`config.mk`:
```
export PLATFORM = sky130hd
export DESIGN_NAME = pccr_top
export DESIGN_NICKNAME = d
export VERILOG_FILES = /design/src/shared/pccr_pkg.sv /design/src/shared/pccr_dec_if.sv /design/src/pccr_decode.sv /design/src/pccr_rst_sync.sv /design/src/pccr_top.sv
export SDC_FILE = /design/constraint.sdc
export NUM_CORES = 1
export LEC_CHECK = 0
export BUFFER_PORTS_ARGS = -buffer_cell sky130_fd_sc_hd__buf_2
export CAP_MARGIN = 20
export CORE_MARGIN = 1
export CORE_UTILIZATION = 30
export CTS_CLUSTER_SIZE = 16
export DETAILED_ROUTE_END_ITERATION = 12
export PLACE_DENSITY = 0.77
export SETUP_SLACK_MARGIN = 0.15
export SLEW_MARGIN = 10
export SYNTH_ARGS = -nofsm -noshare
export SYNTH_HDL_FRONTEND = slang
export SYNTH_SLANG_ARGS = --single-unit
```
`constraint.sdc`:
```
create_clock -name clk_i -period 0.9 [get_ports clk_i]
set_clock_uncertainty 0.2 [all_clocks]
set_input_delay 0.135 -clock clk_i [delete_from_list [all_inputs] [get_ports clk_i]]
set_output_delay 0.135 -clock clk_i [all_outputs]
set_load 0.02 [all_outputs]
```
`src/shared/pccr_pkg.sv`:
```
// Constants for the host-bus command, class and revision registers.
// Assumes one 100 MHz clock and a configuration port of dword accesses.
//
// Overview of operation
// RULE1 - The system-error output is driven only while command bit 8 is set.
// RULE2 - Command bit 5 turns on palette snooping; at zero palette cycles are ordinary.
// RULE3 - Command bit 4 lets the master use write-and-invalidate, else plain write.
// RULE4 - With command bit 2 clear the block starts no master transactions.
// RULE5 - With command bit 1 clear no memory access is claimed; set, the 16MB windows and VGA memory are.
// RULE6 - The decoded VGA memory range follows bits 3:2 of the graphics misc register.
// RULE7 - Command bit 0 gates I/O decode of 0x3B0-0x3BB and 0x3C0-0x3DF with aliases.
// RULE8 - The category identifier fills bits 31:8 as base class, sub-class and interface bytes.
// RULE9 - The category identifier reads as 0x030000 and ignores writes.
// RULE10 - Bits 7:0 at dword 0x08 return a fixed maker-chosen revision value.
// RULE11 - Host software reads the class bytes to choose a generic driver.
// RULE12 - Status bit 30 is set whenever the system-error output is asserted.
// RULE13 - Reserved command bits read as zero and ignore writes.
// RULE14 - All writable command bits clear to zero at reset.
`default_nettype none

package pccr_pkg;
  // ----------------------------------------------------------------
  // Register offsets and fields
  // ----------------------------------------------------------------
  localparam logic [7:0]  CMD_OFS      = 8'h04;
  localparam logic [7:0]  REV_OFS      = 8'h08;
  localparam logic [7:0]  CAT_OFS      = 8'h09;
  localparam logic [15:0] CMD_WMASK    = 16'h0137;
  localparam logic [15:0] CMD_RESET    = 16'h0000;
  localparam int          SERR_BIT     = 8;
  localparam int          SNOOP_BIT    = 5;
  localparam int          MWI_BIT      = 4;
  localparam int          MASTER_BIT   = 2;
  localparam int          MEM_BIT      = 1;
  localparam int          IO_BIT       = 0;
  localparam int          RAISED_BIT   = 30;
  localparam logic [23:0] CATEGORY_ID  = 24'h030000;
  // Revision value is arbitrary
  localparam logic [7:0]  STEP_ID_DEF  = 8'h5a;
  // ----------------------------------------------------------------
  // Decode ranges
  // ----------------------------------------------------------------
  localparam logic [9:0]  IO_A_LO      = 10'h3b0;
  localparam logic [9:0]  IO_A_HI      = 10'h3bb;
  localparam logic [9:0]  IO_B_LO      = 10'h3c0;
  localparam logic [9:0]  IO_B_HI      = 10'h3df;
  localparam logic [31:0] VGA_A0000    = 32'h000a0000;
  localparam logic [31:0] VGA_B0000    = 32'h000b0000;
  localparam logic [31:0] VGA_B8000    = 32'h000b8000;
  localparam logic [31:0] VGA_C0000    = 32'h000c0000;
  localparam int          RST_STAGES   = 2;
endpackage

`default_nettype wire

```
`src/shared/pccr_dec_if.sv`:
```
// Bundle carrying the decode enables from the register core to decoder.
// Assumes both ends share clk_i.
`default_nettype none

interface pccr_dec_if;
  logic       mem_en;
  logic       io_en;
  logic [1:0] vga_map;

  modport regs (output mem_en, output io_en, output vga_map);
  modport dec  (input mem_en, input io_en, input vga_map);
endinterface

`default_nettype wire

```
`src/pccr_decode.sv`:
```
// Target address decoder for memory windows, VGA memory and VGA I/O.
// Assumes addresses are held stable while the request is presented.
`default_nettype none

module pccr_decode
(
  pccr_dec_if.dec     en,
  input  wire logic [31:0] addr_i,
  input  wire logic        is_mem_i,
  input  wire logic        is_io_i,
  input  wire logic [7:0]  bar0_i,
  input  wire logic [7:0]  bar1_i,
  output logic             hit_o
);
  // Ten-bit compare keeps the aliases of the VGA ports
  function automatic logic in_rng(input logic [9:0] a,
                                  input logic [9:0] lo,
                                  input logic [9:0] hi);
    in_rng = (a >= lo) && (a <= hi);
  endfunction

  logic io_hit;
  logic vga_hit;
  logic bar_hit;

  // VGA memory window follows the graphics misc map field
  always_comb
  begin
    case (en.vga_map) // see RULE6
      2'b00:   vga_hit = (addr_i >= pccr_pkg::VGA_A0000) &&
                         (addr_i <  pccr_pkg::VGA_C0000);
      2'b01:   vga_hit = (addr_i >= pccr_pkg::VGA_A0000) &&
                         (addr_i <  pccr_pkg::VGA_B0000);
      2'b10:   vga_hit = (addr_i >= pccr_pkg::VGA_B0000) &&
                         (addr_i <  pccr_pkg::VGA_B8000);
      default: vga_hit = (addr_i >= pccr_pkg::VGA_B8000) &&
                         (addr_i <  pccr_pkg::VGA_C0000);
    endcase
    bar_hit = (addr_i[31:24] == bar0_i) || (addr_i[31:24] == bar1_i);
    io_hit  = in_rng(addr_i[9:0], pccr_pkg::IO_A_LO, pccr_pkg::IO_A_HI) ||
              in_rng(addr_i[9:0], pccr_pkg::IO_B_LO, pccr_pkg::IO_B_HI);
  end

  // Claim only when the matching space is enabled
  assign hit_o = (is_mem_i && en.mem_en && (bar_hit || vga_hit)) || // see RULE5
                 (is_io_i && en.io_en && io_hit); // see RULE7
endmodule

`default_nettype wire

```
`src/pccr_rst_sync.sv`:
```
// Two-stage reset release synchroniser.
// Assumes an active-low asynchronous reset input.
`default_nettype none

module pccr_rst_sync
(
  input  wire logic clk_i,
  input  wire logic arst_n_i,
  output logic      rst_n_o
);
  logic [pccr_pkg::RST_STAGES-1:0] sync_q;
  logic [pccr_pkg::RST_STAGES-1:0] sync_d;

  // Shift in ones after release
  always_comb
  begin
    sync_d = {sync_q[pccr_pkg::RST_STAGES-2:0], 1'b1};
  end

  // Assert at once, release on the clock
  always_ff @(posedge clk_i or negedge arst_n_i)
  begin
    if (!arst_n_i)
      sync_q <= '0;
    else
      sync_q <= sync_d;
  end

  assign rst_n_o = sync_q[pccr_pkg::RST_STAGES-1];
endmodule

`default_nettype wire

```
`src/pccr_top.sv`:
```
// Command, class code and revision registers of the host-bus header,
// with the enables they drive into target decode, master and error paths.
// Assumes configuration accesses are single-cycle dword strobes.
`default_nettype none

module pccr_top
(
  input  wire logic        clk_i,
  input  wire logic        arst_n_i,
  // Configuration access port
  input  wire logic        cfg_rd_i,
  input  wire logic        cfg_wr_i,
  input  wire logic [7:0]  cfg_addr_i,
  input  wire logic [3:0]  cfg_be_i,
  input  wire logic [31:0] cfg_wdata_i,
  output logic [31:0]      cfg_rdata_o,
  output logic             cfg_ack_o,
  // Target decode
  input  wire logic [31:0] tgt_addr_i,
  input  wire logic        tgt_mem_i,
  input  wire logic        tgt_io_i,
  input  wire logic [7:0]  bar0_i,
  input  wire logic [7:0]  bar1_i,
  input  wire logic [7:0]  vga_graphics_misc_reg_i,
  output logic             tgt_claim_o,
  // Master engine
  input  wire logic        mst_req_i,
  input  wire logic        mst_line_wr_i,
  output logic             mst_start_o,
  output logic             mst_use_mwi_o,
  output logic             palette_snoop_o,
  // System error
  input  wire logic        syserr_event_i,
  output logic             syserr_n_o,
  output logic             syserr_oe_n_o,
  output logic             syserr_raised_flag_o
);
  // ----------------------------------------------------------------
  // Reset and shared signals
  // ----------------------------------------------------------------
  logic        rst_n;
  logic        hit;
  logic [15:0] cmd_q;
  logic [15:0] cmd_d;
  logic        raised_q;
  logic        raised_d;
  logic [31:0] rdata_d;
  logic        claim_d;
  logic        start_d;
  logic        mwi_d;
  logic        serr_d;

  pccr_dec_if dec_bus ();

  pccr_rst_sync u_rst
  (
    .clk_i    (clk_i),
    .arst_n_i (arst_n_i),
    .rst_n_o  (rst_n)
  );

  pccr_decode u_dec
  (
    .en       (dec_bus),
    .addr_i   (tgt_addr_i),
    .is_mem_i (tgt_mem_i),
    .is_io_i  (tgt_io_i),
    .bar0_i   (bar0_i),
    .bar1_i   (bar1_i),
    .hit_o    (hit)
  );

  // ----------------------------------------------------------------
  // Command register
  // ----------------------------------------------------------------
  // Only the low half of dword 0x04 belongs here; status half is apart
  always_comb
  begin
    cmd_d = cmd_q;
    if (cfg_wr_i && (cfg_addr_i == pccr_pkg::CMD_OFS))
    begin
      if (cfg_be_i[0])
        cmd_d[7:0] = cfg_wdata_i[7:0];
      if (cfg_be_i[1])
        cmd_d[15:8] = cfg_wdata_i[15:8];
    end
    cmd_d = cmd_d & pccr_pkg::CMD_WMASK; // see RULE13
  end

  // Raised flag: set wins over a write-one clear
  always_comb
  begin
    raised_d = raised_q;
    if (cfg_wr_i && (cfg_addr_i == pccr_pkg::CMD_OFS) && cfg_be_i[3] &&
        cfg_wdata_i[pccr_pkg::RAISED_BIT])
      raised_d = 1'b0;
    if (serr_d)
      raised_d = 1'b1; // see RULE12
  end

  // ----------------------------------------------------------------
  // Read path
  // ----------------------------------------------------------------
  // Class and revision share one dword; writes there change nothing
  always_comb
  begin
    rdata_d = 32'h0000_0000;
    case (cfg_addr_i)
      pccr_pkg::CMD_OFS:
      begin
        rdata_d[15:0] = cmd_q; // see RULE13
        rdata_d[pccr_pkg::RAISED_BIT] = raised_q;
      end
      pccr_pkg::REV_OFS:
        rdata_d = {pccr_pkg::CATEGORY_ID, // see RULE8, RULE9
                   pccr_pkg::STEP_ID_DEF}; // see RULE10
      default:
        rdata_d = 32'h0000_0000;
    endcase
  end

  // ----------------------------------------------------------------
  // Enables toward decoder, master and error driver
  // ----------------------------------------------------------------
  assign dec_bus.mem_en  = cmd_q[pccr_pkg::MEM_BIT];
  assign dec_bus.io_en   = cmd_q[pccr_pkg::IO_BIT];
  assign dec_bus.vga_map = vga_graphics_misc_reg_i[3:2];

  // Registered outputs are one cycle behind their causes
  always_comb
  begin
    claim_d = hit;
    start_d = mst_req_i && cmd_q[pccr_pkg::MASTER_BIT]; // see RULE4
    mwi_d   = mst_line_wr_i && cmd_q[pccr_pkg::MWI_BIT]; // see RULE3
    serr_d  = syserr_event_i && cmd_q[pccr_pkg::SERR_BIT]; // see RULE1
  end

  // ----------------------------------------------------------------
  // State registers
  // ----------------------------------------------------------------
  always_ff @(posedge clk_i or negedge rst_n)
  begin
    if (!rst_n)
    begin
      cmd_q                <= pccr_pkg::CMD_RESET; // see RULE14
      raised_q             <= 1'b0;
      cfg_rdata_o          <= 32'h0000_0000;
      cfg_ack_o            <= 1'b0;
      tgt_claim_o          <= 1'b0;
      mst_start_o          <= 1'b0;
      mst_use_mwi_o        <= 1'b0;
      palette_snoop_o      <= 1'b0;
      syserr_n_o           <= 1'b1;
      syserr_oe_n_o        <= 1'b1;
      syserr_raised_flag_o <= 1'b0;
    end
    else
    begin
      cmd_q                <= cmd_d;
      raised_q             <= raised_d;
      cfg_rdata_o          <= cfg_rd_i ? rdata_d : 32'h0000_0000;
      cfg_ack_o            <= cfg_rd_i || cfg_wr_i;
      tgt_claim_o          <= claim_d;
      mst_start_o          <= start_d;
      mst_use_mwi_o        <= mwi_d;
      palette_snoop_o      <= cmd_q[pccr_pkg::SNOOP_BIT]; // see RULE2
      syserr_n_o           <= ~serr_d;
      syserr_oe_n_o        <= ~serr_d; // see RULE1
      syserr_raised_flag_o <= raised_d;
    end
  end
endmodule

`default_nettype wire
```
Word-level counts from Yosys, hierarchy flattened. Cells that the tools add are included.

Eq/ne operators: 6. Reduce and logical (&&, ||, !) cells: 25. Bitwise logic cells: 1. Muxes and demuxes: 7. Order comparisons: 10.

Operators by type and width (number): $ge A32 B20 Y1 const B (3); $lt A32 B20 Y1 const B (3); $mux W31 (1); $ge A10 B10 Y1 const B (2); $le A10 B10 Y1 const B (2); $pmux W9 S2 (1); $eq A8 B8 Y1 (2); $logic_and A1 B1 Y1 (16); $mux W10 (1); $eq A8 B3 Y1 const B (1); $eq A8 B4 Y1 const B (1); $logic_or A1 B1 Y1 (5); $reduce_and A2 Y1 (2); $mux W1 (3); $pmux W1 S3 (1); $eq A2 B1 Y1 const B (1); $eq A2 B2 Y1 const B (1); $logic_not A2 Y1 (1); $reduce_bool A2 Y1 (1); $not A1 Y1 (1).

Bits in registers: 46. Output and inout bits: 40. Input bits: 109. Logic and storage cells: 60.

Depth between registers and ports, before layout.
Depth after elaboration: 6. Mapped depth: 6. Gate-level depth less buffers: 4.

By module. A second synthesis with hierarchy kept.

Cells, all modules: 121. Area total of the unflattened synthesis: 1315.0 µm².

Modules (own cells, without submodules): pccr_top (cells each 79, instances 1, area each 974.7 µm²); pccr_decode (cells each 39, instances 1, area each 286.5 µm²); pccr_rst_sync (cells each 3, instances 1, area each 53.8 µm²).

Worst setup path before layout. OpenSTA, ideal clock, no wires.

Path type: input -> register. From: input cfg_addr_i[5]. To: register cmd_q[0]. Cell stages on the path: 6. Buffers on the path: 2. Arrival time: 1.269 ns. Slack: -0.694 ns. Cells stage by stage: nor4_2 -> and3_1 -> buf_4 -> and3_1 -> buf_6 -> mux2_4.

Cells in the longest elaborated chain, start to end: 3.

RTL lines: from (decl) (line pccr_top.sv:13) `input wire logic [7:0] cfg_addr_i,`; $eq A8 B3 Y1 (line pccr_top.sv:80) `if (cfg_wr_i && (cfg_addr_i == pccr_pkg::CMD_OFS))`; $logic_and A1 B1 Y1 (line pccr_top.sv:80); $reduce_and A2 Y1 (no source line); to (signal assigned) (line pccr_top.sv:145) `cmd_q <= pccr_pkg::CMD_RESET;`; to (signal assigned) (line pccr_top.sv:159) `cmd_q <= cmd_d;`; to (decl) (line pccr_top.sv:43) `logic [15:0] cmd_q;`.

No other way between the ends. A chain may end at the register's enable or synchronous reset.

Worst setup path after layout.
From: input cfg_addr_i[6]. To: register cmd_q[1].

Same word-level chain as after synthesis.

==> results.yml <==
status:
  outcome: "finished with violations"
  violations: "negative hold slack, negative setup slack"
floorplan:
  placementRows: 23
  pin_count: 149
  core_area_mm2: 0.004086
  die_width_um: 67.77
  floorplan.die_area_mm2: 0.004592
  die_h_um: 67.77
  initial_utilization_pct: 31.75
global_routing:
  first_global_vias: 1027
  overflow_after_grt: 0
  number_of_antenna_violations_at_the_first_check_in_global_routing: 0
  grt_first_pass_wirelength_um: 4209
  grt.total_usage_pct: 12.11
  grt_start_max_net_pins: 15
route:
  detailedRoute.firstIterationViolations: 12
  via_count: 1143
  antenna_violating_nets_post_route: 0
  routed_wire_length_per_instance_um: 10.52
  met2RoutedLength_um: 1430
  final_wl_um: 2797
  highest-signal-layer: "met4"
  drt-met1-wl_um: 1085
  detail_routed_via_count_per_cell: 4.297
  dr.pass1.iters: 2
  met3RoutedLength_um: 276
  drc: 0
worst_setup_path:
  cp.buffers_inverters: 1
  cpLargestDelayFamily: "simple AND/OR/NAND/NOR gates"
  critPathCaptureType: "flop"
  timing.critical_path.slowest_cell_delay_ps: 310
  startpoint_type: "input pin"
  path_class: "in2reg"
  critical_path.slowest_cell: "sky130_fd_sc_hd__mux2_4"
  crit_path_max_fanout: 5
  worst_path_most_repeated_cell: "sky130_fd_sc_hd__and3_4"
  cp.required_ps: 850
  timing.critical_path.cells: "buf_6 > nor4_4 > and3_4 > and3_4 > mux2_4"
  worst_ep_arrival_time_ps: 1270
place:
  place_inst: 260
  dp_hpwl_um: 2344
  buffer_ports.inserted: 88
  place_ws_ps: -729.2
  gp_congestion: 0.6842
clock_network:
  numCtsBuffers: 3
  cts.hold.buffers_added: 1
  tritoncts: "yes"
  clock_latency_ps: 260
  clock_sink_count: 23
  cts.path.max_buffers: 2
  cts-htree-levels: 1
  cts.root.buffer_cell: "sky130_fd_sc_hd__clkbuf_8"
  clock_slew_at_the_register_clock_pins_of_the_worst_setup_and_hold_paths_ps: 80
finish:
  finalCoreUtilization_pct: 49.76
  finish.net_count: 326
  flow.area_growth_from_synthesis_pct: 56.70
  num_antenna_cells: 0
  layoutNonFillerInstCount: 266
  drive_gt1_share_pct: 58.33
timing:
  worst_hold_slack_ps: -199.1
  post_route_clock_period_utilization_pct: 146.5
  final_period_minus_worst_setup_slack_ps: 1318
  layout_setup_ws_ps: -418.4
  maximum_operating_frequency_ghz: 0.7585
  final-setup-viol-count: 33
  final_count_of_hold_timing_violations: 18
  final_max_slew_viol_count: 0
  rsz0062_at_grt: "yes"
power_and_ir_drop:
  total_leakage_power_nw: 1.031
  power_per_cell_area_mw_per_mm2: 1117
  peakVddDrop_uv: 535.1
yosys:
  synth_flop_type: "sky130_fd_sc_hd__dfrtp_1"
  yosysSeqAreaShare_pct: 44.46
  register_bit_count_reported_by_yosys: 23
  asyncSetResetFlopFracSynth_pct: 100.0
  synth_enable_flop_cells: 0
  post_synthesis_cell_count: 121
  yosysWarningCount: 0
  mappedNetlistArea_mm2: 0.001297
  yosysUniqueCellTypes: 27
  syn_area_per_cell_um2: 10.72
flow_run:
  timing.max_cap.violations: 0
min_path:
  timing.hold.worst.class: "in2reg"
## cell usage in the layout, fill, tap and decap left out, types with 3 or more instances in the layout
master / instances
sky130_fd_sc_hd__nor4_2: 3
sky130_fd_sc_hd__nand4_1: 5
sky130_fd_sc_hd__dfrtp_1: 19
sky130_fd_sc_hd__clkbuf_8: 3
sky130_fd_sc_hd__xnor2_1: 16
sky130_fd_sc_hd__mux2_4: 5
sky130_fd_sc_hd__nand2_1: 5
sky130_fd_sc_hd__buf_4: 7
sky130_fd_sc_hd__conb_1: 22
sky130_fd_sc_hd__a21oi_2: 3
sky130_fd_sc_hd__dfrtp_2: 3
sky130_fd_sc_hd__buf_6: 23
sky130_fd_sc_hd__buf_2: 66
sky130_fd_sc_hd__and3_1: 6
## layout make-up
| cell class | count | area (µm²) |
|---|---|---|
| Fill cell | 366 | 2053 |
| Timing Repair Buffer | 98 | 671.9 |
| Inverter | 1 | 3.754 |
| Sequential cell | 23 | 580.6 |
| Clock buffer | 3 | 41.29 |
| Clock inverter | 1 | 7.507 |
| Multi-Input combinational cell | 90 | 665.6 |
| Tap cell | 50 | 62.56 |
## flip-flops by register name, indices dropped and copies added, names as in the netlist
| register | cells |
|---|---|
| cfg_ack_o | 1 |
| cfg_rdata_o | 8 |
| cmd_q | 6 |
| mst_start_o | 1 |
| mst_use_mwi_o | 1 |
| palette_snoop_o | 1 |
| raised_q | 1 |
| syserr_oe_n_o | 1 |
| tgt_claim_o | 1 |
| u_rst.sync_q | 2 |
## worst paths after layout
| kind | slack, ps | end | cells after the start | start |
|---|---|---|---|---|
| worst max-delay path | -420 | cmd_q[1]$_DFFE_PN0P_ | 5 | cfg_addr_i[6] |
| worst min-delay path | -200 | syserr_oe_n_o$_DFF_PN1_ | 2 | syserr_event_i |
| worst max register to register | -270 | tgt_claim_o$_DFF_PN0_ | 3 | cmd_q[0]$_DFFE_PN0P_ |
| worst min register to register | -120 | cmd_q[8]$_DFFE_PN0P_ | 0 | u_rst.sync_q[1]$_DFF_PN0_ |
| max in group asynchronous | 320 | cfg_rdata_o[8]$_DFF_PN0_ | 1 | u_rst.sync_q[1]$_DFF_PN0_ |
| min in group asynchronous | -120 | cmd_q[8]$_DFFE_PN0P_ | 0 | u_rst.sync_q[1]$_DFF_PN0_ |
## what timing repair did
action | in CTS | in global routing
setup endpoints to repair | 37 | 37
pin swaps | 7 | 5
buffers inserted | 1 | 0
gates resized for setup | 44 | 8
hold endpoints to repair | 21 | 18
## power breakdown
group	total [mW]	switching [mW]	internal (mW)
clock	0.641	0.328	0.313
sequential	1.09	0.0237	1.07
combinational	0.541	0.263	0.278
total	2.27	0.615	1.66
## cells by family after synthesis
| group | count (synthesis) | synth area share (%) |
|---|---|---|
| AOI/OAI and AO/OA | 9 | 4.918 |
| xor gates and xnor gates | 16 | 10.80 |
| buffers and inverters | 28 | 16.20 |
| DFF | 23 | 44.46 |
| muxes | 6 | 6.654 |
| other | 2 | 0.5788 |
| and+or+nand+nor | 37 | 16.39 |
## metal layers
metal,global-route usage [%],vias to the layer above
met3,2.196,2
met1,13.52,506
met2,23.02,73
li1,-,562
met4,3.191,0
met5,0,-
## per-stage QoR
step           setup TNS, ps  total power [mW]  cell area, µm²
6_report               -8114             2.271            2033
2_1_floorplan          -5525             1.405            1429
5_1_grt                -9179             2.389            2033
4_1_cts                -8428             2.283            1992
3_3_place_gp           -7868             1.580            1779
3_5_place_dp           -8225             1.587            1779
## synthesized netlist by cell type, types with 3 or more instances
| cell type | instances | share of area [%] |
|---|---|---|
| sky130_fd_sc_hd__and3_1 | 8 | 3.9 |
| sky130_fd_sc_hd__xnor2_1 | 16 | 11 |
| sky130_fd_sc_hd__buf_4 | 26 | 15 |
| sky130_fd_sc_hd__dfrtp_1 | 22 | 42 |
| sky130_fd_sc_hd__nor4_1 | 3 | 1.4 |
| sky130_fd_sc_hd__nand2_1 | 7 | 2.0 |
| sky130_fd_sc_hd__mux2_4 | 5 | 5.8 |
| sky130_fd_sc_hd__a21oi_1 | 3 | 1.2 |
| sky130_fd_sc_hd__nand4_1 | 5 | 2.4 |
| sky130_fd_sc_hd__nand3_1 | 4 | 1.5 |
(Power assumes the default switching activity.)
